### config.mk
export PLATFORM = sky130hd
export DESIGN_NAME = xpc_serial_ctrl
export DESIGN_NICKNAME = d
export VERILOG_FILES = /design/src/logic/xpc_pkg.sv /design/src/logic/xpc_chain.sv /design/src/logic/xpc_serial_ctrl.sv /design/src/logic/xpc_sync.sv
export SDC_FILE = /design/constraint.sdc
export NUM_CORES = 1
export LEC_CHECK = 0
export BUFFER_PORTS_ARGS = -buffer_cell sky130_fd_sc_hd__buf_2
export CAP_MARGIN = 10
export CORE_MARGIN = 2
export CORE_UTILIZATION = 50
export CTS_CLUSTER_SIZE = 8
export DETAILED_ROUTE_END_ITERATION = 8
export GPL_TIMING_DRIVEN = 0
export PLACE_DENSITY = 0.72
export SLEW_MARGIN = 10
export SYNTH_ARGS = -nofsm -noshare
export SYNTH_HDL_FRONTEND = slang
export SYNTH_SLANG_ARGS = --single-unit
### constraint.sdc
create_clock -name aclk -period 2.6 [get_ports aclk]
set_input_delay 0.52 -clock aclk [delete_from_list [all_inputs] [get_ports aclk]]
set_output_delay 0.52 -clock aclk [all_outputs]
set_load 0.1 [all_outputs]
### src/logic/xpc_pkg.sv
`default_nettype none
package xpc_pkg;
  // matrix geometry
  localparam int NUM_OUT = 16;
  localparam int SEL_W = 4;
  localparam int FIELD_W = 6;
  localparam int WORD_W = 16;
  localparam int CHIP_W = 4;
  localparam int OUT_AW = 4;
  // control field and word layout
  localparam int F_SEL_LSB = 0;
  localparam int F_GAIN = 4;
  localparam int F_EN = 5;
  localparam int W_OUT_LSB = 6;
  localparam int W_CHIP_LSB = 10;
  localparam logic [5:0] FIELD_RST = 6'h00;
  // synchroniser bit positions
  localparam int P_OVL_LSB = 0;
  localparam int P_CHIP_LSB = 16;
  localparam int P_SCLK = 20;
  localparam int P_DIN = 21;
  localparam int P_GATE = 22;
  localparam int P_UPD = 23;
  localparam int P_MODE = 24;
  localparam int P_MRST = 25;
  localparam int SYNC_W = 26;
  // register map
  localparam int ADDR_W = 8;
  localparam int DATA_W = 32;
  localparam logic [7:0] REG_CTRL = 8'h00;
  localparam logic [7:0] REG_STATUS = 8'h04;
  localparam logic [7:0] REG_ENGAIN = 8'h08;
  localparam logic [7:0] REG_ROUTE_LO = 8'h0c;
  localparam logic [7:0] REG_ROUTE_HI = 8'h10;
  localparam int CTRL_LINK_EN = 0;
  localparam logic CTRL_LINK_EN_RST = 1'h1;
  localparam logic [1:0] RESP_OKAY = 2'h0;
  localparam logic [1:0] RESP_SLVERR = 2'h2;
endpackage
`default_nettype wire

### src/logic/xpc_chain.sv
`default_nettype none
module xpc_chain #(
  parameter int LEN = 96
) (
  input wire logic aclk,
  input wire logic aresetn,
  input wire logic clk_en,
  input wire logic shift_en,
  input wire logic bit_in,
  output logic [LEN-1:0] chain
);
  if (LEN < 2) begin : g_chk
    $error("xpc_chain: LEN must be at least 2");
  end

  logic [LEN-1:0] chain_ff;
  logic [LEN-1:0] nxt_chain;

  // new bit enters at the bottom, oldest leaves at the top
  assign nxt_chain = {chain_ff[LEN-2:0], bit_in};

  always_ff @(posedge aclk) begin
    if (!aresetn) begin
      chain_ff <= '0;
    end else if (clk_en && shift_en) begin
      chain_ff <= nxt_chain;
    end
  end

  assign chain = chain_ff;
endmodule
`default_nettype wire

### src/logic/xpc_serial_ctrl.sv
`default_nettype none
module xpc_serial_ctrl #(
  parameter int NUM_OUT = xpc_pkg::NUM_OUT,
  parameter int ADDR_W = xpc_pkg::ADDR_W
) (
  input wire logic aclk,
  input wire logic aresetn,
  input wire logic clk_en,
  input wire logic [ADDR_W-1:0] awaddr,
  input wire logic awvalid,
  output logic awready,
  input wire logic [31:0] wdata,
  input wire logic [3:0] wstrb,
  input wire logic wvalid,
  output logic wready,
  output logic [1:0] bresp,
  output logic bvalid,
  input wire logic bready,
  input wire logic [ADDR_W-1:0] araddr,
  input wire logic arvalid,
  output logic arready,
  output logic [31:0] rdata,
  output logic [1:0] rresp,
  output logic rvalid,
  input wire logic rready,
  input wire logic ser_clk,
  input wire logic ser_in,
  output logic ser_out,
  input wire logic link_gate_n,
  input wire logic update_n,
  input wire logic mode_sel,
  input wire logic matrix_rst_n,
  input wire logic [3:0] chip_addr_pins,
  input wire logic [15:0] overlay_select,
  output logic addr_match_n,
  output logic [4*NUM_OUT-1:0] out_route_sel,
  output logic [NUM_OUT-1:0] out_gain_x2,
  output logic [NUM_OUT-1:0] out_enable,
  output logic [NUM_OUT-1:0] out_fill_sel
);
  localparam int FW = xpc_pkg::FIELD_W;
  localparam int CFG_W = NUM_OUT * FW;
  localparam int DW = xpc_pkg::DATA_W;

  if (NUM_OUT != 16) begin : g_chk_out
    $error("xpc_serial_ctrl: NUM_OUT must be 16");
  end
  if (ADDR_W != xpc_pkg::ADDR_W) begin : g_chk_addr
    $error("xpc_serial_ctrl: ADDR_W must match the register map");
  end

  function automatic logic [5:0] field_of(input logic [CFG_W-1:0] v, input int k);
    return v[k*FW +: FW];
  endfunction

  function automatic logic addr_ok(input logic [ADDR_W-1:0] a);
    return a == xpc_pkg::REG_CTRL || a == xpc_pkg::REG_STATUS ||
      a == xpc_pkg::REG_ENGAIN || a == xpc_pkg::REG_ROUTE_LO ||
      a == xpc_pkg::REG_ROUTE_HI;
  endfunction

  // pin synchronisers
  logic [xpc_pkg::SYNC_W-1:0] pins_s;
  xpc_sync #(
    .W(xpc_pkg::SYNC_W),
    .RST_VAL({xpc_pkg::SYNC_W{1'h1}})
  ) u_sync (
    .aclk(aclk),
    .aresetn(aresetn),
    .clk_en(clk_en),
    .d_in({matrix_rst_n, mode_sel, update_n, link_gate_n, ser_in, ser_clk,
      chip_addr_pins, overlay_select}),
    .d_out(pins_s)
  );

  wire [15:0] ovl_s = pins_s[xpc_pkg::P_OVL_LSB +: NUM_OUT];
  wire [3:0] chip_s = pins_s[xpc_pkg::P_CHIP_LSB +: xpc_pkg::CHIP_W];
  wire sclk_s = pins_s[xpc_pkg::P_SCLK];
  wire din_s = pins_s[xpc_pkg::P_DIN];
  wire gate_n_s = pins_s[xpc_pkg::P_GATE];
  wire upd_s = pins_s[xpc_pkg::P_UPD];
  wire mode_s = pins_s[xpc_pkg::P_MODE];
  wire mrst_n_s = pins_s[xpc_pkg::P_MRST];

  logic sclk_prev_ff;
  logic upd_prev_ff;
  logic link_en_ff;
  logic [15:0] m0_word_ff;
  logic [CFG_W-1:0] cfg_ff;
  logic [CFG_W-1:0] nxt_cfg;
  logic [CFG_W-1:0] chain_w;
  logic ser_out_ff;
  logic addr_match_n_ff;
  logic [NUM_OUT-1:0] fill_sel_ff;

  // event decode
  wire active = ~gate_n_s & link_en_ff;
  wire sclk_fall = sclk_prev_ff & ~sclk_s;
  wire upd_fall = upd_prev_ff & ~upd_s;
  wire rst_act = ~mrst_n_s;
  wire chip_hit = m0_word_ff[xpc_pkg::W_CHIP_LSB +: xpc_pkg::CHIP_W] == chip_s;
  wire m1_shift = active & mode_s & upd_s & sclk_fall;
  wire m0_shift = active & ~mode_s & upd_s & sclk_fall;
  wire load_all = active & mode_s & upd_fall;
  wire load_one = active & ~mode_s & upd_fall & chip_hit;
  wire [15:0] nxt_m0_word = {m0_word_ff[14:0], din_s};

  // 96-bit matrix chain
  xpc_chain #(
    .LEN(CFG_W)
  ) u_chain (
    .aclk(aclk),
    .aresetn(aresetn),
    .clk_en(clk_en),
    .shift_en(m1_shift),
    .bit_in(din_s),
    .chain(chain_w)
  );

  // per-output latches
  for (genvar k = 0; k < NUM_OUT; k++) begin : g_out
    wire [5:0] m1_fld = field_of(chain_w, k);
    wire [5:0] cur_fld = field_of(cfg_ff, k);
    wire pick = m0_word_ff[xpc_pkg::W_OUT_LSB +: xpc_pkg::OUT_AW] == 4'(k);
    assign nxt_cfg[k*FW +: FW] = rst_act ? xpc_pkg::FIELD_RST :
      load_all ? m1_fld :
      (load_one && pick) ? m0_word_ff[FW-1:0] : cur_fld;
    assign out_route_sel[k*4 +: 4] = cfg_ff[k*FW + xpc_pkg::F_SEL_LSB +: xpc_pkg::SEL_W];
    assign out_gain_x2[k] = cfg_ff[k*FW + xpc_pkg::F_GAIN];
    assign out_enable[k] = cfg_ff[k*FW + xpc_pkg::F_EN];
  end

  always_ff @(posedge aclk) begin
    if (!aresetn) begin
      sclk_prev_ff <= 1'h1;
      upd_prev_ff <= 1'h1;
      m0_word_ff <= 16'h0000;
      cfg_ff <= '0;
      ser_out_ff <= 1'h0;
      addr_match_n_ff <= 1'h1;
      fill_sel_ff <= '0;
    end else if (clk_en) begin
      sclk_prev_ff <= sclk_s;
      upd_prev_ff <= upd_s;
      if (m0_shift) begin
        m0_word_ff <= nxt_m0_word;
      end
      cfg_ff <= nxt_cfg;
      ser_out_ff <= mode_s ? chain_w[CFG_W-1] : din_s;
      addr_match_n_ff <= ~(active & ~mode_s & ~upd_s & chip_hit);
      fill_sel_ff <= ~ovl_s;
    end
  end

  assign ser_out = ser_out_ff;
  assign addr_match_n = addr_match_n_ff;
  assign out_fill_sel = fill_sel_ff;

  // register bus, write side
  logic aw_hold_ff;
  logic w_hold_ff;
  logic [ADDR_W-1:0] aw_addr_ff;
  logic [31:0] w_data_ff;
  logic w_strb0_ff;
  logic awready_ff;
  logic wready_ff;
  logic bvalid_ff;
  logic [1:0] bresp_ff;

  wire aw_take = awvalid & awready_ff;
  wire w_take = wvalid & wready_ff;
  wire do_wr = aw_hold_ff & w_hold_ff;
  wire b_done = bvalid_ff & bready;
  wire ctrl_wr = do_wr & (aw_addr_ff == xpc_pkg::REG_CTRL) & w_strb0_ff;

  always_ff @(posedge aclk) begin
    if (!aresetn) begin
      aw_hold_ff <= 1'h0;
      w_hold_ff <= 1'h0;
      aw_addr_ff <= '0;
      w_data_ff <= 32'h0000_0000;
      w_strb0_ff <= 1'h0;
      awready_ff <= 1'h1;
      wready_ff <= 1'h1;
      bvalid_ff <= 1'h0;
      bresp_ff <= xpc_pkg::RESP_OKAY;
      link_en_ff <= xpc_pkg::CTRL_LINK_EN_RST;
    end else if (clk_en) begin
      if (aw_take) begin
        aw_hold_ff <= 1'h1;
        aw_addr_ff <= awaddr;
        awready_ff <= 1'h0;
      end
      if (w_take) begin
        w_hold_ff <= 1'h1;
        w_data_ff <= wdata;
        w_strb0_ff <= wstrb[0];
        wready_ff <= 1'h0;
      end
      if (do_wr) begin
        aw_hold_ff <= 1'h0;
        w_hold_ff <= 1'h0;
        bvalid_ff <= 1'h1;
        bresp_ff <= addr_ok(aw_addr_ff) ? xpc_pkg::RESP_OKAY : xpc_pkg::RESP_SLVERR;
      end
      if (ctrl_wr) begin
        link_en_ff <= w_data_ff[xpc_pkg::CTRL_LINK_EN];
      end
      if (b_done) begin
        bvalid_ff <= 1'h0;
        awready_ff <= 1'h1;
        wready_ff <= 1'h1;
      end
    end
  end

  assign awready = awready_ff;
  assign wready = wready_ff;
  assign bvalid = bvalid_ff;
  assign bresp = bresp_ff;

  // register bus, read side
  logic arready_ff;
  logic rvalid_ff;
  logic [31:0] rdata_ff;
  logic [1:0] rresp_ff;

  wire ar_take = arvalid & arready_ff;
  wire [31:0] rd_ctrl = {31'h0000_0000, link_en_ff};
  wire [31:0] rd_stat = {m0_word_ff, 13'h0000, ~addr_match_n_ff, active, mode_s};
  wire [31:0] rd_engain = {out_gain_x2, out_enable};
  wire [31:0] rd_route_lo = out_route_sel[0 +: DW];
  wire [31:0] rd_route_hi = out_route_sel[DW +: DW];
  wire [31:0] rd_mux = (araddr == xpc_pkg::REG_CTRL) ? rd_ctrl :
    (araddr == xpc_pkg::REG_STATUS) ? rd_stat :
    (araddr == xpc_pkg::REG_ENGAIN) ? rd_engain :
    (araddr == xpc_pkg::REG_ROUTE_LO) ? rd_route_lo :
    (araddr == xpc_pkg::REG_ROUTE_HI) ? rd_route_hi : 32'h0000_0000;

  always_ff @(posedge aclk) begin
    if (!aresetn) begin
      arready_ff <= 1'h1;
      rvalid_ff <= 1'h0;
      rdata_ff <= 32'h0000_0000;
      rresp_ff <= xpc_pkg::RESP_OKAY;
    end else if (clk_en) begin
      if (ar_take) begin
        arready_ff <= 1'h0;
        rvalid_ff <= 1'h1;
        rdata_ff <= rd_mux;
        rresp_ff <= addr_ok(araddr) ? xpc_pkg::RESP_OKAY : xpc_pkg::RESP_SLVERR;
      end else if (rvalid_ff && rready) begin
        rvalid_ff <= 1'h0;
        arready_ff <= 1'h1;
      end
    end
  end

  assign arready = arready_ff;
  assign rvalid = rvalid_ff;
  assign rdata = rdata_ff;
  assign rresp = rresp_ff;
endmodule
`default_nettype wire

### src/logic/xpc_sync.sv
`default_nettype none
module xpc_sync #(
  parameter int W = 1,
  parameter logic [W-1:0] RST_VAL = '0
) (
  input wire logic aclk,
  input wire logic aresetn,
  input wire logic clk_en,
  input wire logic [W-1:0] d_in,
  output logic [W-1:0] d_out
);
  if (W < 1) begin : g_chk
    $error("xpc_sync: W must be at least 1");
  end

  logic [W-1:0] meta_ff;
  logic [W-1:0] sync_ff;

  // two stages, first stage read only by the second
  always_ff @(posedge aclk) begin
    if (!aresetn) begin
      meta_ff <= RST_VAL;
      sync_ff <= RST_VAL;
    end else if (clk_en) begin
      meta_ff <= d_in;
      sync_ff <= meta_ff;
    end
  end

  assign d_out = sync_ff;
endmodule
`default_nettype wire
==> results of run 1 <==
## power by group through the flow
| stage | Clock [mW] | Combinational [mW] | Sequential (mW) |
|---|---|---|---|
| CTS | 5.38 | 0.723 | 5.21 |
| global placement | 0 | 0.711 | 5.31 |
| global route | 5.57 | 0.775 | 5.21 |
| finish | 5.35 | 0.729 | 5.21 |
| floorplan | 0 | 0.370 | 5.45 |
| detailed placement | 0 | 0.719 | 5.31 |
## tightest hold or removal path: stages
cell     delay (ps)
buf_2            80
mux2i_1          50
nand2_1          60
## layout make-up
class                   count  share of cell area
flip-flops and latches    332               0.392
inverters                   4            0.000886
diodes                      2            0.000295
well taps                 378              0.0279
plain buffers             124              0.0321
clock buffers              48              0.0696
repair buffers            203              0.0600
multi-input cells        1138               0.413
clock inverters             4             0.00354
## kinds of logic (layout without fill, tap and decap cells)
family                    after synthesis  count (layout)  synth area share
xor gates and xnor gates                4               4           0.00247
AOI/OAI and AO/OA                     367             367             0.179
DFF                                   332             332             0.468
muxes                                 169             169             0.119
other                                   1               4          0.000264
and+or+nand+nor                       596             596             0.191
buffers and inverters                 129             383            0.0395
## cells in the final DEF (no fill, tap or decap), drive strengths merged, types with 3 or more instances in the layout
master	synthesis	layout
and2	99	99
nand2	405	405
mux2i	169	169
nor2b	32	32
buf	30	233
nor3	3	3
and3	6	6
nand3	7	7
dfxtp	332	332
inv	4	5
o211ai	3	3
a22o	18	18
a22oi	29	29
clkinv	0	3
a21boi	104	104
a31oi	3	3
a21o	3	3
o211a	18	18
xnor2	4	4
a21oi	39	39
nand2b	3	3
nor2	25	25
clkbuf	95	142
a221o	16	16
o21ai	130	130
## path summary, 6_finish.rpt
kind | start | to | slack (ps) | cells after the start
setup / recovery | link_en_ff | cfg_ff[20] | -120 | 6
hold / removal | overlay_select[11] | u_sync.meta_ff[11] | 180 | 3
hold reg to reg | rdata[0] | rdata[0] | 460 | 1
setup reg to reg | link_en_ff | cfg_ff[20] | -120 | 6
## routing by layer
metal	vias to the layer above	track usage	wire length, um
li1	5918	-	-
met2	571	0.483	20400
met4	0	0.155	2310
met5	-	0	0
met1	5956	0.386	18700
met3	121	0.0593	4010
## stage by stage
stage               setup slack [ps]  TNS, ps  area, um2  utilization
finish                          -122     -823      16900        0.608
global route                    -105     -958      16900        0.608
floorplan                        419        0      14200            -
detailed placement              -403   -25660      15700        0.563
CTS                             7.55        0      16900        0.608
global placement                -377   -27350      15700        0.563
## flip-flops by register name, summed over array words and instances (netlist names), 8 cells and up
register	cells
m0_word_ff	16
u_chain.chain	96
rdata	32
aw_addr_ff	8
out_fill_sel	16
cfg_ff	96
u_sync.meta_ff	26
u_sync.d_out	26
## timing repair
item                       in CTS  in global routing
gates resized for setup         2                  6
cloned                          0                  0
setup endpoints to repair      28                 93
==> impl_metrics.env, run 1 <==
export IMPL_yosys_top_cells_area="dfxtp_1, mux2i_1, nand2_1"
export IMPL_crit_path_start_kind="register"
export IMPL_fin_cells=2233
export IMPL_firstDrtPassIters=6
export IMPL_setup_viol=18
export IMPL_rsz0062_at_grt="yes"
export IMPL_io_pins=241
export IMPL_peakVddDrop_mv=0.609
export IMPL_syn_area_um2=14200
export IMPL_whs_ps=183
export IMPL_cpPeakStageDelay_ps=730
export IMPL_relSlewSlack=0.278
export IMPL_yosysMostFrequentCell="nand2_1"
export IMPL_cp_slowest_cell="nor2b_1"
export IMPL_p_per_area_nw_per_um2=666
export IMPL_grt_max_degree=14
export IMPL_gp_congestion=0.946
export IMPL_drc=0
export IMPL_worstPathRequired_ps=3070
export IMPL_final_period_utilization=1.05
export IMPL_hpwlAfterDp_um=33400
export IMPL_cts_tree="built"
export IMPL_cts_path_max_buffers=3
export IMPL_placedCellCount=2180
export IMPL_fp_dieH_um=172
export IMPL_fmax_mhz=367
export IMPL_area_growth_pct=19.4
export IMPL_path_class="reg2reg"
export IMPL_clock_latency_ps=560
export IMPL_cp_num_buf_inv=1
export IMPL_maxCapViolations=0
export IMPL_design_die_area_um2=29800
export IMPL_grtUsageTotal=0.301
export IMPL_critPathTopFamily="simple AND/OR/NAND/NOR gates"
export IMPL_violations="negative setup slack"
export IMPL_synth_ff_latch_count=332
export IMPL_grt_pass1_vias=11900
export IMPL_core_area_um2=27900
export IMPL_die_x_um=172
export IMPL_synth_warnings=0
export IMPL_drive_gt1_frac=0.173
export IMPL_fill_cells=2436
export IMPL_start_util=0.509
export IMPL_netSwitchingPower_mw=2.72
export IMPL_antenna_found_initial=2
export IMPL_syn_avg_cell_area_um2=8.88
export IMPL_finalHoldViolCount=0
export IMPL_synth_common_cells="nand2_1, dfxtp_1, mux2i_1"
export IMPL_cp_arrival_ps=3190
export IMPL_cts_hold_buf=0
export IMPL_cts_sinks=332
export IMPL_ff_latch_area_um2=6650
export IMPL_grt_pass1_wl_um=67400
export IMPL_p_comb_frac=0.065
export IMPL_post_cts_buffers=0
export IMPL_skew_ps=16.9
export IMPL_netlist_cell_type_count=53
export IMPL_path_clk_slew_ps=50
export IMPL_ys_async_sr_fraction=0
export IMPL_synth_top_area_share=0.468
export IMPL_fin_total_pwr_mw=11.3
export IMPL_detail_route_antenna_nets=0
export IMPL_p_sw_frac=0.241
export IMPL_layout_min_cycle_time_ps=2720
export IMPL_via_count=12600
export IMPL_clkPwrFrac=0.474
export IMPL_seq_area_frac_synth=0.468
export IMPL_worst_pin_slew_ps=1060
export IMPL_via_per_inst=5.63
export IMPL_synth_edff_count=0
export IMPL_synth_ff_type="dfxtp_1"
export IMPL_htreeDepth=2
export IMPL_end_kind="register"
export IMPL_rows=61
export IMPL_hold_class="in2reg"
export IMPL_grt_overflow=0
export IMPL_multiInputGateArea_um2=7010
export IMPL_fin_nets=1936
export IMPL_leakage_nw=6.92
export IMPL_syn_inst=1598
export IMPL_routed_wl_um=45400
export IMPL_yosysTopAreaCell="dfxtp_1"
export IMPL_port_buffers=203
export IMPL_root_buffer="clkbuf_16"
export IMPL_crit_chain="nor3b_2 > and3_1 > nor2b_1 > clkbuf_1 > o21ai_0 > mux2i_1"
export IMPL_layout_setup_ws_ps=-122
export IMPL_slew_violations=0
export IMPL_dr_first_iter_drc_count=1175
export IMPL_avgRoutedWirePerCell_um=20.3
export IMPL_path_max_fanout=10
export IMPL_pwr_share_seq=0.462
export IMPL_outcome="finished, violations left"
export IMPL_intPower_mw=8.57
export IMPL_cts_buffers=47
(Power assumes the default switching activity.)
==> inputs of run 2 (changes only) <==
--- a/config.mk
+++ b/config.mk
@@ -12,7 +12,7 @@
 export CTS_CLUSTER_SIZE = 8
 export DETAILED_ROUTE_END_ITERATION = 8
 export GPL_TIMING_DRIVEN = 0
-export PLACE_DENSITY = 0.72
+export PLACE_DENSITY = 0.73
 export SLEW_MARGIN = 10
 export SYNTH_ARGS = -nofsm -noshare
 export SYNTH_HDL_FRONTEND = slang
==> impl_metrics.env, run 2 (synthesis gave the netlist of run 1 again) <==
export IMPL_fin_cells=2233
export IMPL_startpoint="link_en_ff"
export IMPL_fin_nets=1936
export IMPL_final_common_cell="nand2_1"
export IMPL_cts_path_max_buffers=3
export IMPL_final_setup_tns_ps=0
export IMPL_pwr_share_seq=0.461
export IMPL_crit_chain="nor3b_2 > and3_2 > nor2b_2 > clkbuf_1 > o21ai_0 > mux2i_1"
export IMPL_p_comb_frac=0.065
export IMPL_io_pins=241
export IMPL_grt_max_degree=14
export IMPL_drive_gt1_frac=0.177
export IMPL_firstDrtPassIters=5
export IMPL_cts_tree="built"
export IMPL_gp_congestion=0.978
export IMPL_hpwlAfterDp_um=33700
export IMPL_design_die_area_um2=29800
export IMPL_area_growth_pct=19.4
export IMPL_skew_ps=17.4
export IMPL_fill_cells=2432
export IMPL_core_area_um2=27900
export IMPL_hold_start="overlay_select[11]"
export IMPL_placedCellCount=2180
export IMPL_path_depth=6
export IMPL_r2r_end="cfg_ff[92]"
export IMPL_fin_total_pwr_mw=11.3
export IMPL_endpoint="cfg_ff[92]"
export IMPL_cts_buffers=47
export IMPL_layout_min_cycle_time_ps=2550
export IMPL_cp_num_buf_inv=1
export IMPL_fmax_mhz=392
export IMPL_cts_hold_buf=0
export IMPL_cts_sinks=332
export IMPL_final_cell_mix="nand2_1, dfxtp_1, buf_2, mux2i_1, o21ai_0"
export IMPL_outcome="finished clean"
export IMPL_worstPathRequired_ps=3070
export IMPL_cp_arrival_ps=3020
export IMPL_grtUsageTotal=0.303
export IMPL_antenna_found_initial=1
export IMPL_cpPeakStageDelay_ps=640
export IMPL_drc=0
export IMPL_path_clk_slew_ps=50
export IMPL_dr_first_iter_drc_count=1319
export IMPL_clock_latency_ps=550
export IMPL_reg2reg_slack_ps=50
export IMPL_clkPwrFrac=0.474
export IMPL_via_count=12700
export IMPL_layout_setup_ws_ps=49.0
export IMPL_worst_pin_slew_ps=983
export IMPL_routed_wl_um=46300
export IMPL_path_class="reg2reg"
export IMPL_grt_pass1_vias=11600
export IMPL_final_period_utilization=0.981
export IMPL_relSlewSlack=0.328
export IMPL_reg2reg_depth=6
export IMPL_setup_viol=0
export IMPL_die_x_um=172
export IMPL_p_sw_frac=0.241
export IMPL_rsz0062_at_grt="no"
export IMPL_grt_pass1_wl_um=68000
export IMPL_maxCapViolations=0
export IMPL_slew_violations=0
export IMPL_htreeDepth=2
export IMPL_intPower_mw=8.58
export IMPL_final_util=0.608
export IMPL_hold_class="in2reg"
export IMPL_root_buffer="clkbuf_16"
export IMPL_crit_path_start_kind="register"
export IMPL_p_per_area_nw_per_um2=667
export IMPL_critPathTopFamily="simple AND/OR/NAND/NOR gates"
export IMPL_port_buffers=203
export IMPL_avgRoutedWirePerCell_um=20.7
export IMPL_netSwitchingPower_mw=2.73
export IMPL_rows=61
export IMPL_via_per_inst=5.67
export IMPL_post_place_ws_ps=-461
export IMPL_start_util=0.509
export IMPL_end_kind="register"
export IMPL_leakage_nw=6.94
export IMPL_peakVddDrop_mv=0.432
export IMPL_rr_startpoint="link_en_ff"
export IMPL_fp_dieH_um=172
export IMPL_finalHoldViolCount=0
export IMPL_detail_route_antenna_nets=0
export IMPL_cp_slowest_cell="clkbuf_1"
export IMPL_path_max_fanout=10
export IMPL_grt_overflow=0
run 2: cell type report:
class	instances	area [um2]	share of cell area
diodes	2	5.00	0.000295
plain buffers	124	551	0.0325
clock buffers	48	1180	0.0696
clock inverters	4	53.8	0.00317
inverters	4	15.0	0.000886
multi-input cells	1138	7010	0.414
flip-flops and latches	332	6650	0.392
well taps	378	473	0.0279
repair buffers	203	1020	0.0599
run 2: per-stage QoR:
| stage | area (um2) | hold WS (ps) |
|---|---|---|
| after floorplan | 14200 | 438 |
| after global placement | 15700 | 433 |
| after detailed placement | 15700 | 445 |
| after CTS | 16900 | 179 |
| after global routing | 16900 | 192 |
| final | 16900 | 184 |
run 2: per-layer routing:
metal / track usage / wire, um
met5: 0 / 0
met4: 0.134 / 2060
met3: 0.0449 / 4080
met2: 0.486 / 20900
met1: 0.405 / 19300
run 2: power by group through the flow:
stage | Clock, mW | Sequential [mW] | Combinational [mW]
final | 5.36 | 5.21 | 0.733
after global routing | 5.60 | 5.21 | 0.775
after CTS | 5.41 | 5.21 | 0.724
after detailed placement | 0 | 5.31 | 0.720
after global placement | 0 | 5.31 | 0.711
after floorplan | 0 | 5.45 | 0.370
run 2: what timing repair did:
item	CTS	global route
pin swaps	0	0
resized for setup	8	10
endpoints found under the setup margin	36	72
setup buffers	0	0
run 2: tightest hold or removal path, delay by kind of cell:
kind	cells	cell delay, ps
buf+inv	1	80
mux	1	50
simple gates	1	60
run 2: worst min-delay path by stage:
| stage | to | slack [ps] | depth (start not counted) |
|---|---|---|---|
| CTS | u_sync.meta_ff[11] | 180 | 3 |
| global placement | rdata[0] | 430 | 1 |
| detailed placement | rdata[0] | 440 | 1 |
| finish | u_sync.meta_ff[11] | 180 | 3 |
| floorplan | aw_addr_ff[6] | 440 | 2 |
| global route | u_sync.meta_ff[11] | 190 | 3 |
